[config.mk]
export PLATFORM = sky130hd
export DESIGN_NAME = pmcr_top
export DESIGN_NICKNAME = d
export VERILOG_FILES = /design/src/hw/pmcr_top.v
export VERILOG_INCLUDE_DIRS = /design/src /design/src/inc
export SDC_FILE = /design/constraint.sdc
export NUM_CORES = 1
export LEC_CHECK = 0
export BUFFER_PORTS_ARGS = -buffer_cell sky130_fd_sc_hd__buf_2
export CAP_MARGIN = 15
export CORE_ASPECT_RATIO = 1.2
export CORE_UTILIZATION = 51
export CTS_CLUSTER_SIZE = 10
export DETAILED_ROUTE_END_ITERATION = 7
export HOLD_SLACK_MARGIN = 0.08
export PLACE_DENSITY = 0.84
export SLEW_MARGIN = 40
export SYNTH_ARGS = -nofsm -noshare
export SYNTH_HDL_FRONTEND = slang
export SYNTH_SLANG_ARGS = --single-unit
[constraint.sdc]
create_clock -name pclk -period 2.6 [get_ports pclk]
set_clock_uncertainty 0.05 [all_clocks]
set_input_delay 0.26 -clock pclk [delete_from_list [all_inputs] [get_ports pclk]]
set_output_delay 0.26 -clock pclk [all_outputs]
set_load 0.01 [all_outputs]
[src/inc/pmcr_map.vh]
// Register map, field positions and reset values of the power and clock control register
`ifndef PMCR_MAP_VH
`define PMCR_MAP_VH

`define PMCR_ADDR_CTRL 16'h2000
`define PMCR_MULT_LSB 0
`define PMCR_MULT_MSB 5
`define PMCR_POSTDIV_LSB 6
`define PMCR_POSTDIV_MSB 7
`define PMCR_HALVER_BIT 8
`define PMCR_LOAD_BIT 9
`define PMCR_OUTSEL_BIT 12
`define PMCR_BYPASS_BIT 15
`define PMCR_RATIO_LSB 16
`define PMCR_RATIO_MSB 17
`define PMCR_PARPORT_BIT 26
`define PMCR_SPORT01_BIT 27
`define PMCR_SPORT23_BIT 28
`define PMCR_SPORT45_BIT 29
`define PMCR_SPI_BIT 30
`define PMCR_TIMER_BIT 31
`define PMCR_MULT_CFG0 6'h06
`define PMCR_MULT_CFG1 6'h20
`define PMCR_MULT_CFG2 6'h10
`define PMCR_MULT_CFG3 6'h06
`define PMCR_MULT_ZERO_VAL 7'h40
`define PMCR_POSTDIV_RESET 2'h0

`endif

[src/hw/pmcr_top.v]
// Power management control register with APB slave, clock gates and output pin mux
`timescale 1ns/1ps
`include "pmcr_map.vh"

module pmcr_top #(
   parameter ADDR_W = 16
) (
   // APB clock and reset
   input wire pclk,
   input wire presetn,
   // APB slave
   input wire psel,
   input wire penable,
   input wire pwrite,
   input wire [ADDR_W-1:0] paddr,
   input wire [31:0] pwdata,
   input wire [3:0] pstrb,
   output reg [31:0] prdata,
   output reg pready,
   output reg pslverr,
   // Clock configuration pins
   input wire [1:0] cfg_pins,
   // PLL control
   output reg [6:0] pll_mult,
   output reg [4:0] post_div_ratio,
   output reg input_halver,
   output reg pll_bypass,
   // Shared output pin
   input wire core_freq_out_pin,
   input wire rst_out_pin,
   output reg shared_out_pin,
   // Peripheral clock enables, high while the clock runs; flag_pins_usable follows the SPI clock enable
   output reg parport_clk_en,
   output reg sport01_clk_en,
   output reg sport23_clk_en,
   output reg sport45_clk_en,
   output reg spi_clk_en,
   output reg timer_clk_en,
   output reg flag_pins_usable
);

   localparam [1:0] ST_RESET = 2'h0;
   localparam [1:0] ST_STRAP = 2'h1;
   localparam [1:0] ST_RUN = 2'h2;
   localparam [1:0] ST_FILL = 2'h3;

   // Pin synchronisers, three stages
   reg [1:0] cfg_s1_reg, cfg_s2_reg, cfg_s3_reg;
   reg src_s1_reg, src_s2_reg, src_s3_reg;
   reg rst_s1_reg, rst_s2_reg, rst_s3_reg;

   reg [1:0] state_reg;
   reg [1:0] state_next;
   reg [5:0] mult_reg;
   reg [1:0] post_div_field_reg;
   reg input_halver_reg;
   reg out_pin_select_reg;
   reg pll_bypass_reg;
   reg [1:0] cfg_ratio_status_reg;
   reg [5:0] gate_reg;
   reg clk_src_reg;
   reg rst_src_reg;

   wire sel_ctrl;
   wire acc_wr;
   reg [31:0] rd_word;
   wire strap_now;
   wire lane0_wr;
   wire lane1_wr;
   wire lane3_wr;
   wire div_load;

   // Multiplier default for each configuration pin pattern
   function [5:0] mult_default;
      input [1:0] cfg;
      begin
         case (cfg)
            2'h0: mult_default = `PMCR_MULT_CFG0;
            2'h1: mult_default = `PMCR_MULT_CFG1;
            2'h2: mult_default = `PMCR_MULT_CFG2;
            default: mult_default = `PMCR_MULT_CFG3;
         endcase
      end
   endfunction

   assign sel_ctrl = (paddr == `PMCR_ADDR_CTRL);
   assign acc_wr = psel & penable & pwrite & sel_ctrl;

   // Write enable of one byte lane of the control register
   function lane_hit;
      input wr;
      input [3:0] strb;
      input [1:0] idx;
      begin
         lane_hit = wr & strb[idx];
      end
   endfunction

   // Strap cycle wins: a bus write landing in that cycle is lost
   assign strap_now = (state_reg == ST_STRAP) & (state_next == ST_RUN);
   assign lane0_wr = lane_hit(acc_wr & ~strap_now, pstrb, 2'h0);
   assign lane1_wr = lane_hit(acc_wr & ~strap_now, pstrb, 2'h1);
   assign lane3_wr = lane_hit(acc_wr & ~strap_now, pstrb, 2'h3);
   // Load bit and the field it loads sit in different lanes, so both must be written
   assign div_load = lane0_wr & lane1_wr & pwdata[`PMCR_LOAD_BIT];

   // Load bit and reserved bits read as zero
   always @* begin
      rd_word = 32'h0000_0000;
      rd_word[`PMCR_MULT_MSB:`PMCR_MULT_LSB] = mult_reg;
      rd_word[`PMCR_POSTDIV_MSB:`PMCR_POSTDIV_LSB] = post_div_field_reg;
      rd_word[`PMCR_HALVER_BIT] = input_halver_reg;
      rd_word[`PMCR_OUTSEL_BIT] = out_pin_select_reg;
      rd_word[`PMCR_BYPASS_BIT] = pll_bypass_reg;
      rd_word[`PMCR_RATIO_MSB:`PMCR_RATIO_LSB] = cfg_ratio_status_reg;
      rd_word[`PMCR_PARPORT_BIT] = gate_reg[0];
      rd_word[`PMCR_SPORT01_BIT] = gate_reg[1];
      rd_word[`PMCR_SPORT23_BIT] = gate_reg[2];
      rd_word[`PMCR_SPORT45_BIT] = gate_reg[3];
      rd_word[`PMCR_SPI_BIT] = gate_reg[4];
      rd_word[`PMCR_TIMER_BIT] = gate_reg[5];
   end

   // Configuration pins, three stages; strapping waits for stages two and three to agree
   always @(posedge pclk or negedge presetn) begin
      if (!presetn) begin
         cfg_s1_reg <= 2'h0;
         cfg_s2_reg <= 2'h0;
         cfg_s3_reg <= 2'h0;
      end else begin
         cfg_s1_reg <= cfg_pins;
         cfg_s2_reg <= cfg_s1_reg;
         cfg_s3_reg <= cfg_s2_reg;
      end
   end

   // Clock mux source, a change counts only once stages two and three agree
   always @(posedge pclk or negedge presetn) begin
      if (!presetn) begin
         src_s1_reg <= 1'b0;
         src_s2_reg <= 1'b0;
         src_s3_reg <= 1'b0;
         clk_src_reg <= 1'b0;
      end else begin
         src_s1_reg <= core_freq_out_pin;
         src_s2_reg <= src_s1_reg;
         src_s3_reg <= src_s2_reg;
         if (src_s2_reg == src_s3_reg) begin
            clk_src_reg <= src_s3_reg;
         end
      end
   end

   // Reset mux source, same filtering as the clock source
   always @(posedge pclk or negedge presetn) begin
      if (!presetn) begin
         rst_s1_reg <= 1'b0;
         rst_s2_reg <= 1'b0;
         rst_s3_reg <= 1'b0;
         rst_src_reg <= 1'b0;
      end else begin
         rst_s1_reg <= rst_out_pin;
         rst_s2_reg <= rst_s1_reg;
         rst_s3_reg <= rst_s2_reg;
         if (rst_s2_reg == rst_s3_reg) begin
            rst_src_reg <= rst_s3_reg;
         end
      end
   end

   // Synchroniser is cleared by reset, so ST_RESET and one ST_FILL state pass before ST_STRAP waits for stages to agree on the pins
   always @* begin
      case (state_reg)
         ST_RESET: state_next = ST_FILL;
         ST_FILL: state_next = ST_STRAP;
         ST_STRAP: state_next = (cfg_s2_reg == cfg_s3_reg) ? ST_RUN : ST_STRAP;
         ST_RUN: state_next = ST_RUN;
         default: state_next = ST_RESET;
      endcase
   end

   always @(posedge pclk or negedge presetn) begin
      if (!presetn) begin
         state_reg <= ST_RESET;
      end else begin
         state_reg <= state_next;
      end
   end

   always @(posedge pclk or negedge presetn) begin
      if (!presetn) begin
         mult_reg <= `PMCR_MULT_CFG0;
      end else if (strap_now) begin
         mult_reg <= mult_default(cfg_s3_reg);
      end else if (lane0_wr) begin
         mult_reg <= pwdata[`PMCR_MULT_MSB:`PMCR_MULT_LSB];
      end
   end

   // Status field is never written from the bus
   always @(posedge pclk or negedge presetn) begin
      if (!presetn) begin
         cfg_ratio_status_reg <= 2'h0;
      end else if (strap_now) begin
         cfg_ratio_status_reg <= cfg_s3_reg;
      end
   end

   always @(posedge pclk or negedge presetn) begin
      if (!presetn) begin
         post_div_field_reg <= `PMCR_POSTDIV_RESET;
      end else if (div_load) begin
         post_div_field_reg <= pwdata[`PMCR_POSTDIV_MSB:`PMCR_POSTDIV_LSB];
      end
   end

   always @(posedge pclk or negedge presetn) begin
      if (!presetn) begin
         input_halver_reg <= 1'b0;
      end else if (lane1_wr) begin
         input_halver_reg <= pwdata[`PMCR_HALVER_BIT];
      end
   end

   always @(posedge pclk or negedge presetn) begin
      if (!presetn) begin
         out_pin_select_reg <= 1'b0;
      end else if (lane1_wr) begin
         out_pin_select_reg <= pwdata[`PMCR_OUTSEL_BIT];
      end
   end

   always @(posedge pclk or negedge presetn) begin
      if (!presetn) begin
         pll_bypass_reg <= 1'b0;
      end else if (lane1_wr) begin
         pll_bypass_reg <= pwdata[`PMCR_BYPASS_BIT];
      end
   end

   always @(posedge pclk or negedge presetn) begin
      if (!presetn) begin
         gate_reg <= 6'h00;
      end else if (lane3_wr) begin
         gate_reg <= pwdata[`PMCR_TIMER_BIT:`PMCR_PARPORT_BIT];
      end
   end

   // APB answer: zero wait states, ready in the access phase
   always @(posedge pclk or negedge presetn) begin
      if (!presetn) begin
         pready <= 1'b0;
         pslverr <= 1'b0;
      end else begin
         pready <= psel & ~penable;
         pslverr <= psel & ~penable & ~sel_ctrl;
      end
   end

   // Read data captured in the setup cycle, so it stands through the access phase
   always @(posedge pclk or negedge presetn) begin
      if (!presetn) begin
         prdata <= 32'h0000_0000;
      end else if (psel & ~penable & ~pwrite & sel_ctrl) begin
         prdata <= rd_word;
      end else begin
         prdata <= 32'h0000_0000;
      end
   end

   // Outputs held in flip-flops, one cycle behind the register fields
   always @(posedge pclk or negedge presetn) begin
      if (!presetn) begin
         pll_mult <= `PMCR_MULT_ZERO_VAL;
      end else begin
         pll_mult <= (mult_reg == 6'h00) ? `PMCR_MULT_ZERO_VAL : {1'b0, mult_reg};
      end
   end

   always @(posedge pclk or negedge presetn) begin
      if (!presetn) begin
         post_div_ratio <= 5'h02;
      end else begin
         post_div_ratio <= 5'h02 << post_div_field_reg;
      end
   end

   always @(posedge pclk or negedge presetn) begin
      if (!presetn) begin
         input_halver <= 1'b0;
      end else begin
         input_halver <= input_halver_reg;
      end
   end

   always @(posedge pclk or negedge presetn) begin
      if (!presetn) begin
         pll_bypass <= 1'b0;
      end else begin
         pll_bypass <= pll_bypass_reg;
      end
   end

   // Pin mux follows the filtered sources, so a glitch of one pclk cycle on a source pin never reaches it
   always @(posedge pclk or negedge presetn) begin
      if (!presetn) begin
         shared_out_pin <= 1'b0;
      end else begin
         shared_out_pin <= out_pin_select_reg ? clk_src_reg : rst_src_reg;
      end
   end

   // Clock enables, high while the peripheral clock runs; flag_pins_usable copies the SPI enable
   always @(posedge pclk or negedge presetn) begin
      if (!presetn) begin
         parport_clk_en <= 1'b1;
         sport01_clk_en <= 1'b1;
         sport23_clk_en <= 1'b1;
         sport45_clk_en <= 1'b1;
         spi_clk_en <= 1'b1;
         timer_clk_en <= 1'b1;
         flag_pins_usable <= 1'b1;
      end else begin
         parport_clk_en <= ~gate_reg[0];
         sport01_clk_en <= ~gate_reg[1];
         sport23_clk_en <= ~gate_reg[2];
         sport45_clk_en <= ~gate_reg[3];
         spi_clk_en <= ~gate_reg[4];
         flag_pins_usable <= ~gate_reg[4];
         timer_clk_en <= ~gate_reg[5];
      end
   end

endmodule // pmcr_top

### Word level (Yosys, flattened, before mapping)

Index checks and enable logic that the tools add are counted.

* bits in registers: 90
* latch bits: 0
* memory bits (writable): 0
* memory bits (read-only): 0
* bits of input ports: 61
* output and inout bits: 56
* logic and storage cells: 79
* memories: 0

* add/sub/neg operators: 0
* multipliers: 0
* div/mod/pow operators: 0
* order comparisons: 0
* equal/unequal tests: 10
* shifts and indexed selects: 1
* multiplexer cells: 8
* bitwise operators: 24
* reduce and logical (&&, ||, !) cells: 3

Operator list (number)
* $mux W32: 1
* $eq A16 B14 Y1 const B: 1
* $and A1 B1 Y1: 14
* $mux W6: 2
* $pmux W6 S2: 1
* $not A1 Y1: 10
* $eq A2 B2 Y1 const B: 4
* $pmux W2 S4: 1
* $mux W7: 1
* $logic_not A6 Y1: 1
* $shl A2 B2 Y5 const A: 1
* $eq A2 B1 Y1 const B: 2
* $eq A1 B1 Y1: 2
* $eq A2 B2 Y1: 1
* $logic_not A2 Y1: 1
* $mux W2: 1
* $reduce_bool A2 Y1: 1
* $mux W1: 1

### Depth between registers and ports, before layout

Gate-level depths: netlist (run 1).

* depth in word-level cells: 10
* gate-level depth with buffers: 6
* mapped depth without buffers: 4

### Worst setup path after synthesis (run 1)

No wires, ideal clock.

* path type: flip-flop to flip-flop
* start point: reg cfg_s3_reg[0]
* end point: reg input_halver_reg
* setup time: 0.125 ns
* arrival time: 1.497 ns
* data required time: 2.425 ns
* slack: 0.928 ns
* cell stages (with the launch flop): 5
* buffers on the path: 0
* clock period less this slack: 1.672 ns
* cells stage by stage: dfrtp_1 -> xnor2_1 -> and4b_1 -> nor3_1 -> mux2_2

* longest elaborated chain between the ends: 8

Ends and longest elaborated chain
* start: declaration: RTL line pmcr_top.v:48 `reg [1:0] cfg_s1_reg, cfg_s2_reg, cfg_s3_reg;`
* start signal: assignment: RTL line pmcr_top.v:133 `cfg_s3_reg <= cfg_s2_reg;`
* $eq A2 B2 Y1: RTL line pmcr_top.v:176 `ST_STRAP: state_next = (cfg_s2_reg == cfg_s3_reg) ? ST_RUN : ST_STRAP;`
* $mux W2: RTL line pmcr_top.v:176
* $pmux W2 S4: RTL line pmcr_top.v:173 `case (state_reg)`
* $eq A2 B2 Y1: RTL line pmcr_top.v:100 `assign strap_now = (state_reg == ST_STRAP) & (state_next == ST_RUN);`
* $and A1 B1 Y1: RTL line pmcr_top.v:100
* $not A1 Y1: RTL line pmcr_top.v:102 `assign lane1_wr = lane_hit(acc_wr & ~strap_now, pstrb, 2'h1);`
* $and A1 B1 Y1: RTL line pmcr_top.v:102
* $and A1 B1 Y1: RTL line pmcr_top.v:95 `lane_hit = wr & strb[idx];`
* end signal: assignment: RTL line pmcr_top.v:221 `` input_halver_reg <= pwdata[`PMCR_HALVER_BIT]; ``
* end: declaration: RTL line pmcr_top.v:56 `reg input_halver_reg;`

No other way between the ends.
A chain may end at the register's enable or synchronous reset.

### Worst setup path in the final report (run 1)

Ends and elaborated chain as after synthesis.

==> impl_metrics.py, run 1 <==
metrics = {
    "placement": {
        "port_buffers": 87,
        "dp_cells": 342,
        "gp_congestion": 0.801,
        "hpwl_mm": 3.46,
    },
    "routing": {
        "wl_mm": 4.98,
        "met2_length_mm": 2.66,
        "wl_met3_um": 254,
        "wl_per_cell_um": 13.6,
        "ant_nets": 0,
        "drt_iter0_drc": 99,
        "drc": 15,
        "met1_length_mm": 1.93,
        "num_vias": 1775,
        "via_per_inst": 4.85,
        "drt_first_pass_iters": 6,
        "dr.max_layer_used": "met4",
    },
    "synthesis": {
        "synth_top_cell_by_area": "dfrtp_1",
        "yosys-top-cells-count": "dfrtp_1 (66), buf_4 (16), and2_1 (14)",
        "synth_edf_count": 0,
        "synthCells": 206,
        "ys_ff_latch": 76,
        "avgSynthCellArea_um2": 14.0,
        "ys_warn_count": 0,
        "synth.area.top_cells": "dfrtp_1 (57%), dfstp_2 (9.1%), buf_4 (4.2%), mux2_4 (3.1%), and2_1 (3.0%)",
        "synthFlopType": "dfrtp_1",
        "syn_area_um2": 2880,
        "synthArstFlopShare_pct": 100,
        "ys_seq_area_share_pct": 66.6,
        "synth_most_common_cell": "dfrtp_1",
        "synth_cell_type_count": 37,
        "netlist.area_leader.share_pct": 57.4,
    },
    "clock_tree": {
        "htree_num_levels": 3,
        "clockRootBuffer": "clkbuf_8",
        "post-cts-setup-buffer-count": 0,
        "clk_pin_slew_ns": 0.07,
        "cts_made_buffers": 9,
        "clkSinkCount": 76,
        "cts_tree": "yes",
        "clk_latency_ns": 0.34,
        "ctsLongestPathBuffers": 2,
        "ctsResizeCount": 0,
    },
    "global_routing": {
        "grt_pass1_vias": 1708,
        "grt_overflow": 0,
        "grt_pass1_wl_mm": 7.94,
        "grt_max_degree": 77,
        "antenna_found_initial": 0,
        "grt.total_usage_pct": 18.5,
    },
    "flow_run": {
        "cap_violations": 0,
    },
    "sta": {
        "finalSetupViolCount": 0,
        "rsz0062_at_grt": "no",
        "timing_worst_slew_pin_value_ns": 0.655,
        "tns_ns": 0,
        "drv_slew": 0,
        "finalHoldViolCount": 0,
        "max_slew_margin_pct": 56.1,
        "clock.fmax_ghz": 0.511,
        "period_minus_slack_ns": 1.96,
        "finalCritPeriodShare_pct": 75.3,
    },
    "layout": {
        "final_nets": 362,
        "multiInputGateArea_um2": 795,
        "fin_cells": 366,
        "drive_gt1_share_pct": 43.4,
        "final_util_pct": 66.5,
        "area_growth_pct": 24.1,
        "regArea_um2": 1910,
        "antenna_cells": 0,
        "top_register": "prdata",
        "reg.largest.list": "prdata: 19 flops, pll_mult: 7 flops",
        "nFillCells": 427,
        "largest_reg_flops": 19,
    },
    "setup_path": {
        "crit_path_end_kind": "flop",
        "crit_type": "reg -> reg",
        "cp.arrival_ns": 2.13,
        "cp_max_fo": 5,
        "cp_cell_sequence": "xnor2_1, and4b_1, nor3_1, mux2_2",
        "crit_path_top_delay_cell": "nor3_1",
        "startpoint_type": "flop",
        "cp_slowest_stage_delay_ns": 0.51,
        "critPathRequiredTime_ns": 2.77,
    },
    "hold_path": {
        "hp-class": "in -> reg",
    },
    "floorplan": {
        "core_um2": 5370,
        "die_h_um": 84.3,
        "start_util_pct": 53.6,
        "num_rows": 29,
        "ioPinCount": 117,
        "die_w_um": 70.6,
        "die_area_um2": 5950,
    },
    "power_and_ir_drop": {
        "p_leak_nw": 1.82,
        "p_per_area_nw_per_um2": 698,
        "seq_power_share_pct": 54.1,
        "p_clk_share_pct": 35.6,
        "p_comb_share_pct": 10.3,
        "switching_power_mw": 0.587,
        "power.internal_mw": 1.91,
        "swShare_pct": 23.5,
        "peakVddDrop_uv": 409,
    },
    "run_status": {
        "violations": "design-rule violations",
        "outcome": "finished with violations",
    },
}
[metal layers]
metal	vias up	track usage [%]
li1	852	-
met1	841	19.8
met2	70	32.9
met3	12	4.44
met4	0	10.9
met5	-	0
[critical path, delay by kind of cell (launching register included)]
family                    cells  cell delay, ns
DFF                           1            0.41
muxes                         1            0.40
xor gates and xnor gates      1            0.17
and+or+nand+nor               2            0.83
[final timing paths]
kind	to	slack (ns)	cells past startpoint	startpoint
setup / recovery	input_halver_reg$_DFFE_PN0P_	0.64	4	cfg_s3_reg[0]$_DFF_PN0_
min in group asynchronous	post_div_field_reg[0]$_DFFE_PN0P_	0.44	2	presetn
hold reg to reg	rst_s2_reg$_DFF_PN0_	0.30	0	rst_s1_reg$_DFF_PN0_
max in group asynchronous	cfg_s3_reg[1]$_DFF_PN0_	1.58	2	presetn
setup reg to reg	input_halver_reg$_DFFE_PN0P_	0.64	4	cfg_s3_reg[0]$_DFF_PN0_
hold / removal	gate_reg[5]$_DFFE_PN0P_	0.10	2	pwdata[31]
[what timing repair did]
| action | in CTS | in global routing |
|---|---|---|
| hold buffers | 8 | 0 |
| hold endpoints to repair | 73 | 0 |
| endpoints found under the setup margin | 0 | 0 |
[area by class of cell]
type / instances / area share (%)
clock buffer: 13 / 4.45
clock inverter: 3 / 1.23
inverter: 10 / 1.05
multi-input combinational: 104 / 22.2
sequential: 76 / 53.6
tap: 62 / 2.17
timing repair buffer: 98 / 15.2
[power groups by stage]
| stage | clock [mW] | sequential (mW) | combinational (mW) |
|---|---|---|---|
| finish | 0.888 | 1.35 | 0.256 |
| global route | 0.962 | 1.37 | 0.287 |
| floorplan | 0 | 1.38 | 0.142 |
| detailed placement | 0 | 1.37 | 0.248 |
| CTS | 0.913 | 1.35 | 0.257 |
| global placement | 0 | 1.37 | 0.239 |
[cell families after synthesis]
logic type,after synthesis,synth area share (%)
xor+xnor,2,0.609
other cells,1,0.130
fa+ha+maj,4,1.57
simple gates,56,15.2
mux,12,5.48
buf+inv,39,7.53
flops,76,66.6
compound gates,16,2.96
[cell usage in the layout, fill, tap and decap left out, types with 3 or more instances in the layout]
master,n
dfrtp_1,66
nor2_1,5
dfstp_2,10
mux2_2,4
nor4_1,6
a31oi_1,4
a21oi_1,3
buf_2,86
dlygate4sd3_1,8
buf_4,3
nor4_4,3
and2_1,14
conb_1,14
mux2_4,6
nand2_1,5
clkbuf_8,11
inv_1,10
o21ai_0,9
nand4_1,7
[stage by stage]
stage	cell area, µm²	setup slack (ns)	total power, mW	hold slack [ns]
CTS	3570	0.617	2.52	0.0815
global route	3570	0.521	2.62	0.0843
global placement	3280	0.619	1.61	0.282
detailed placement	3290	0.596	1.62	0.262
floorplan	2930	0.928	1.52	-0.0856
finish	3570	0.642	2.49	0.104
Note: power is estimated with default switching activity, not from simulation.
==> inputs of run 2 (changes only) <==
Settings changed: CORE_UTILIZATION 51 to 48, PLACE_DENSITY 0.84 to 0.8.
Clock period 2.6 ns to 2 ns, I/O delays scaled along.
==> impl_metrics.py, run 2 (synthesized netlist as in run 1, its figures left out) <==
metrics = {
    "floorplan": {
        "num_rows": 30,
        "core_um2": 5710,
        "die_area_um2": 6310,
        "die_h_um": 86.8,
        "ioPinCount": 117,
        "start_util_pct": 50.4,
        "die_w_um": 72.7,
    },
    "setup_path": {
        "crit_type": "reg -> reg",
        "r2r_cells": 5,
        "r2r-start": "cfg_s3_reg[0]$_DFF_PN0_",
        "cp.arrival_ns": 1.92,
        "crit_path_top_delay_cell": "dfrtp_1",
        "cp_max_fo": 5,
        "cp_cell_sequence": "xnor2_1, and4b_1, nor3_1, buf_4, mux2_2",
        "cp_slowest_stage_delay_ns": 0.41,
        "r2r_end": "out_pin_select_reg$_DFFE_PN0P_",
        "critPathRequiredTime_ns": 2.17,
        "cp.buffers_inverters": 1,
        "crit_path_end_kind": "flop",
        "cp_num_cells": 5,
        "reg2reg_slack_ns": 0.25,
        "startpoint_type": "flop",
        "crit_family": "simple AND/OR/NAND/NOR gates",
    },
    "routing": {
        "drt_iter0_drc": 110,
        "drt_first_pass_iters": 4,
        "num_vias": 1845,
        "wl_per_cell_um": 13.1,
        "via_per_inst": 4.61,
        "ant_nets": 0,
        "wl_mm": 5.26,
        "drc": 0,
    },
    "layout": {
        "fin_area_um2": 3770,
        "reg.largest.list": "prdata: 19 flops, pll_mult: 7 flops",
        "top_register": "prdata",
        "drive_gt1_share_pct": 42.5,
        "fin_cells": 400,
        "layout_commonest_cell": "buf_2",
        "final_nets": 378,
        "area_growth_pct": 31.0,
        "antenna_cells": 0,
        "largest_reg_flops": 19,
        "mostFrequentLayoutCells": "buf_2 (86), dfrtp_1 (66), dlygate4sd3_1 (20)",
    },
    "clock_tree": {
        "clkSinkCount": 76,
        "clk_pin_slew_ns": 0.07,
        "ctsLongestPathBuffers": 2,
        "hold_buffers": 20,
        "clockRootBuffer": "clkbuf_8",
        "htree_num_levels": 3,
        "post-cts-setup-buffer-count": 0,
        "cts_made_buffers": 9,
        "cts_tree": "yes",
        "clk_latency_ns": 0.34,
        "ctsResizeCount": 0,
    },
    "sta": {
        "drv_slew": 0,
        "clock.fmax_ghz": 0.571,
        "finalSetupViolCount": 0,
        "rsz0062_at_grt": "no",
        "finalCritPeriodShare_pct": 87.5,
        "tns_ns": 0,
        "period_minus_slack_ns": 1.75,
        "finalHoldViolCount": 0,
    },
    "placement": {
        "gp_congestion": 0.803,
        "hpwl_mm": 3.76,
        "port_buffers": 87,
        "place_area_um2": 3350,
        "dp_cells": 364,
    },
    "global_routing": {
        "grt_pass1_vias": 1826,
        "grt_max_degree": 43,
        "grt_pass1_wl_mm": 8.54,
        "grt.total_usage_pct": 18.7,
        "antenna_found_initial": 0,
        "grt_overflow": 0,
    },
    "power_and_ir_drop": {
        "fin_total_pwr_mw": 3.36,
        "p_leak_nw": 1.90,
        "peakVddDrop_uv": 399,
        "p_per_area_nw_per_um2": 892,
    },
    "run_status": {
        "outcome": "completed",
    },
    "flow_run": {
        "cap_violations": 0,
    },
    "hold_path": {
        "hold_end": "mult_reg[4]$_DFFE_PN0P_",
        "holdCritStartpoint": "pwdata[4]",
        "hold_depth": 3,
        "hp-class": "in -> reg",
    },
}
## run 2: worst max path at each step
stage                            startpoint                              to  slack (ns)
CTS                 cfg_s3_reg[0]$_DFF_PN0_  out_pin_select_reg$_DFFE_PN0P_        0.24
global route        cfg_s3_reg[0]$_DFF_PN0_  out_pin_select_reg$_DFFE_PN0P_        0.13
floorplan           cfg_s3_reg[0]$_DFF_PN0_    input_halver_reg$_DFFE_PN0P_        0.33
finish              cfg_s3_reg[0]$_DFF_PN0_  out_pin_select_reg$_DFFE_PN0P_        0.25
global placement    cfg_s3_reg[0]$_DFF_PN0_  out_pin_select_reg$_DFFE_PN0P_        0.27
detailed placement  cfg_s3_reg[0]$_DFF_PN0_  out_pin_select_reg$_DFFE_PN0P_        0.25
## run 2: power by group
group	switching, mW	total (mW)	internal (mW)
clock network	0.511	1.25	0.738
logic	0.193	0.355	0.163
registers	0.0681	1.76	1.69
total	0.772	3.36	2.59
## run 2: worst reg2reg max path, cell delays in order (launching register included)
cell	delay, ns
dfrtp_1	0.41
xnor2_1	0.24
and4b_1	0.40
nor3_1	0.10
buf_4	0.16
mux2_2	0.27
## run 2: layout make-up
class	instances	area, µm²
inverters	10	37.5
well taps	80	100
clock buffers	12	145
multi-input cells	104	795
flip-flops and latches	76	1910
fillers	445	1940
clock inverters	4	73.8
repair buffers	114	703
## run 2: through the flow
| stage | utilization (%) | setup slack (ns) | hold WS [ns] |
|---|---|---|---|
| floorplan | - | 0.328 | -0.146 |
| global placement | 58.7 | 0.273 | 0.115 |
| detailed placement | 58.7 | 0.249 | 0.123 |
| CTS | 66.1 | 0.243 | 0.0834 |
| global route | 66.1 | 0.132 | 0.0975 |
| finish | 66.1 | 0.250 | 0.0913 |
## run 2: metal layers
layer  part of all wire [%]  track usage, %  vias up  wire, µm
met5                      0               0        -         0
met4                    3.0            10.7        0       157
met3                    4.8            4.65       15       250
met2                     54            31.9       73      2820
met1                     39            21.1      875      2030
li1                       -               -      882         -
==> inputs of run 3 (changes only) <==
Settings changed: CORE_ASPECT_RATIO 1.2 to default.
==> impl_metrics.py, run 3 (synthesized netlist as in run 1, its figures left out) <==
metrics = {
    "sta": {
        "finalCritPeriodShare_pct": 93.7,
        "period_minus_slack_ns": 1.87,
        "finalHoldViolCount": 0,
        "clock.fmax_ghz": 0.533,
        "tns_ns": 0,
        "rsz0062_at_grt": "no",
        "finalSetupViolCount": 0,
        "drv_slew": 0,
    },
    "routing": {
        "drt_first_pass_iters": 4,
        "drc": 0,
        "num_vias": 1872,
        "drt_iter0_drc": 70,
        "wl_mm": 5.37,
        "via_per_inst": 4.79,
        "wl_per_cell_um": 13.7,
        "ant_nets": 0,
    },
    "layout": {
        "final_util_pct": 66.5,
        "drive_gt1_share_pct": 42.9,
        "largest_reg_flops": 19,
        "layout_commonest_cell": "buf_2",
        "area_growth_pct": 30.5,
        "mostFrequentLayoutCells": "buf_2 (86), dfrtp_1 (66), dlygate4sd3_1 (20)",
        "top_register": "prdata",
        "reg.largest.list": "prdata: 19 flops, pll_mult: 7 flops",
        "antenna_cells": 0,
        "final_nets": 377,
        "fin_area_um2": 3750,
    },
    "clock_tree": {
        "hold_buffers": 20,
        "ctsResizeCount": 0,
        "htree_num_levels": 3,
        "cts_tree": "yes",
        "cts_made_buffers": 9,
        "ctsLongestPathBuffers": 2,
        "clk_latency_ns": 0.33,
        "clkSinkCount": 76,
        "clk_pin_slew_ns": 0.07,
        "clockRootBuffer": "clkbuf_8",
        "post-cts-setup-buffer-count": 0,
    },
    "global_routing": {
        "grt_pass1_wl_mm": 8.51,
        "grt_overflow": 0,
        "grt.total_usage_pct": 18.4,
        "antenna_found_initial": 0,
        "grt_max_degree": 41,
        "grt_pass1_vias": 1890,
    },
    "setup_path": {
        "cp_max_fo": 5,
        "cp.arrival_ns": 2.04,
        "crit_path_end_kind": "flop",
        "reg2reg_slack_ns": 0.13,
        "startpoint_type": "flop",
        "critPathRequiredTime_ns": 2.17,
        "crit_type": "reg -> reg",
    },
    "placement": {
        "gp_congestion": 0.756,
        "port_buffers": 87,
        "place_area_um2": 3330,
        "hpwl_mm": 3.84,
    },
    "floorplan": {
        "start_util_pct": 51.0,
        "ioPinCount": 117,
        "die_h_um": 79.4,
        "die_w_um": 79.4,
        "die_area_um2": 6310,
        "core_um2": 5640,
        "num_rows": 27,
    },
    "power_and_ir_drop": {
        "p_leak_nw": 1.90,
        "peakVddDrop_uv": 464,
        "p_per_area_nw_per_um2": 895,
    },
    "hold_path": {
        "hp-class": "in -> reg",
    },
    "flow_run": {
        "cap_violations": 0,
    },
    "run_status": {
        "outcome": "completed",
    },
}
run 3: cell types whose count changed in the layout (fill, tap and decap cells not counted), sizes merged:
| cell | change |
|---|---|
| bufinv | -1 |
| buf | -1 |
| clkinv | -1 |
| clkbuf | +1 |
| clkinvlp | +1 |
run 3: layout make-up:
type / instances / area, µm²
multi-input cells: 104 / 795
flip-flops and latches: 76 / 1910
clock buffers: 13 / 179
well taps: 72 / 90.1
fillers: 418 / 1890
repair buffers: 113 / 696
clock inverters: 3 / 42.5
inverters: 10 / 37.5
run 3: worst paths after layout:
check / startpoint / to / cells after the start
max in group asynchronous: presetn / mult_reg[2]$_DFFE_PN1P_ / 3
setup reg to reg: cfg_s3_reg[0]$_DFF_PN0_ / pll_bypass_reg$_DFFE_PN0P_ / 4
hold / removal: pwdata[4] / mult_reg[4]$_DFFE_PN0P_ / 3
setup / recovery: cfg_s3_reg[0]$_DFF_PN0_ / pll_bypass_reg$_DFFE_PN0P_ / 4
min in group asynchronous: presetn / rst_s3_reg$_DFF_PN0_ / 2
hold reg to reg: src_s1_reg$_DFF_PN0_ / src_s2_reg$_DFF_PN0_ / 0
run 3: per-layer routing:
layer / vias to the layer above / global-route usage, % / routed length [µm]
li1: 877 / - / -
met1: 911 / 20.4 / 2120
met2: 70 / 32.6 / 2820
met3: 14 / 4.34 / 297
met4: 0 / 10.0 / 128
met5: - / 0 / 0
run 3: power breakdown:
part           switching (mW)  internal [mW]
logic                   0.199          0.163
registers              0.0760           1.69
clock network           0.523          0.711
run 3: metrics by stage:
stage                     power [mW]  hold WS, ns  instances  setup slack, ns
after floorplan                 1.98       -0.146        219            0.328
after global placement          2.10        0.132        355            0.215
after detailed placement        2.13        0.139        355            0.158
after CTS                       3.39       0.0966        391            0.142
after global routing            3.52        0.100        391           0.0208
final                           3.36        0.103        391            0.125
run 3: worst max-delay path, stage by stage, from the launching register on:
cell and delay, ns:
dfrtp_1 0.42, xnor2_1 0.16, and4b_1 0.31, nor3_1 0.42, mux2_2 0.39
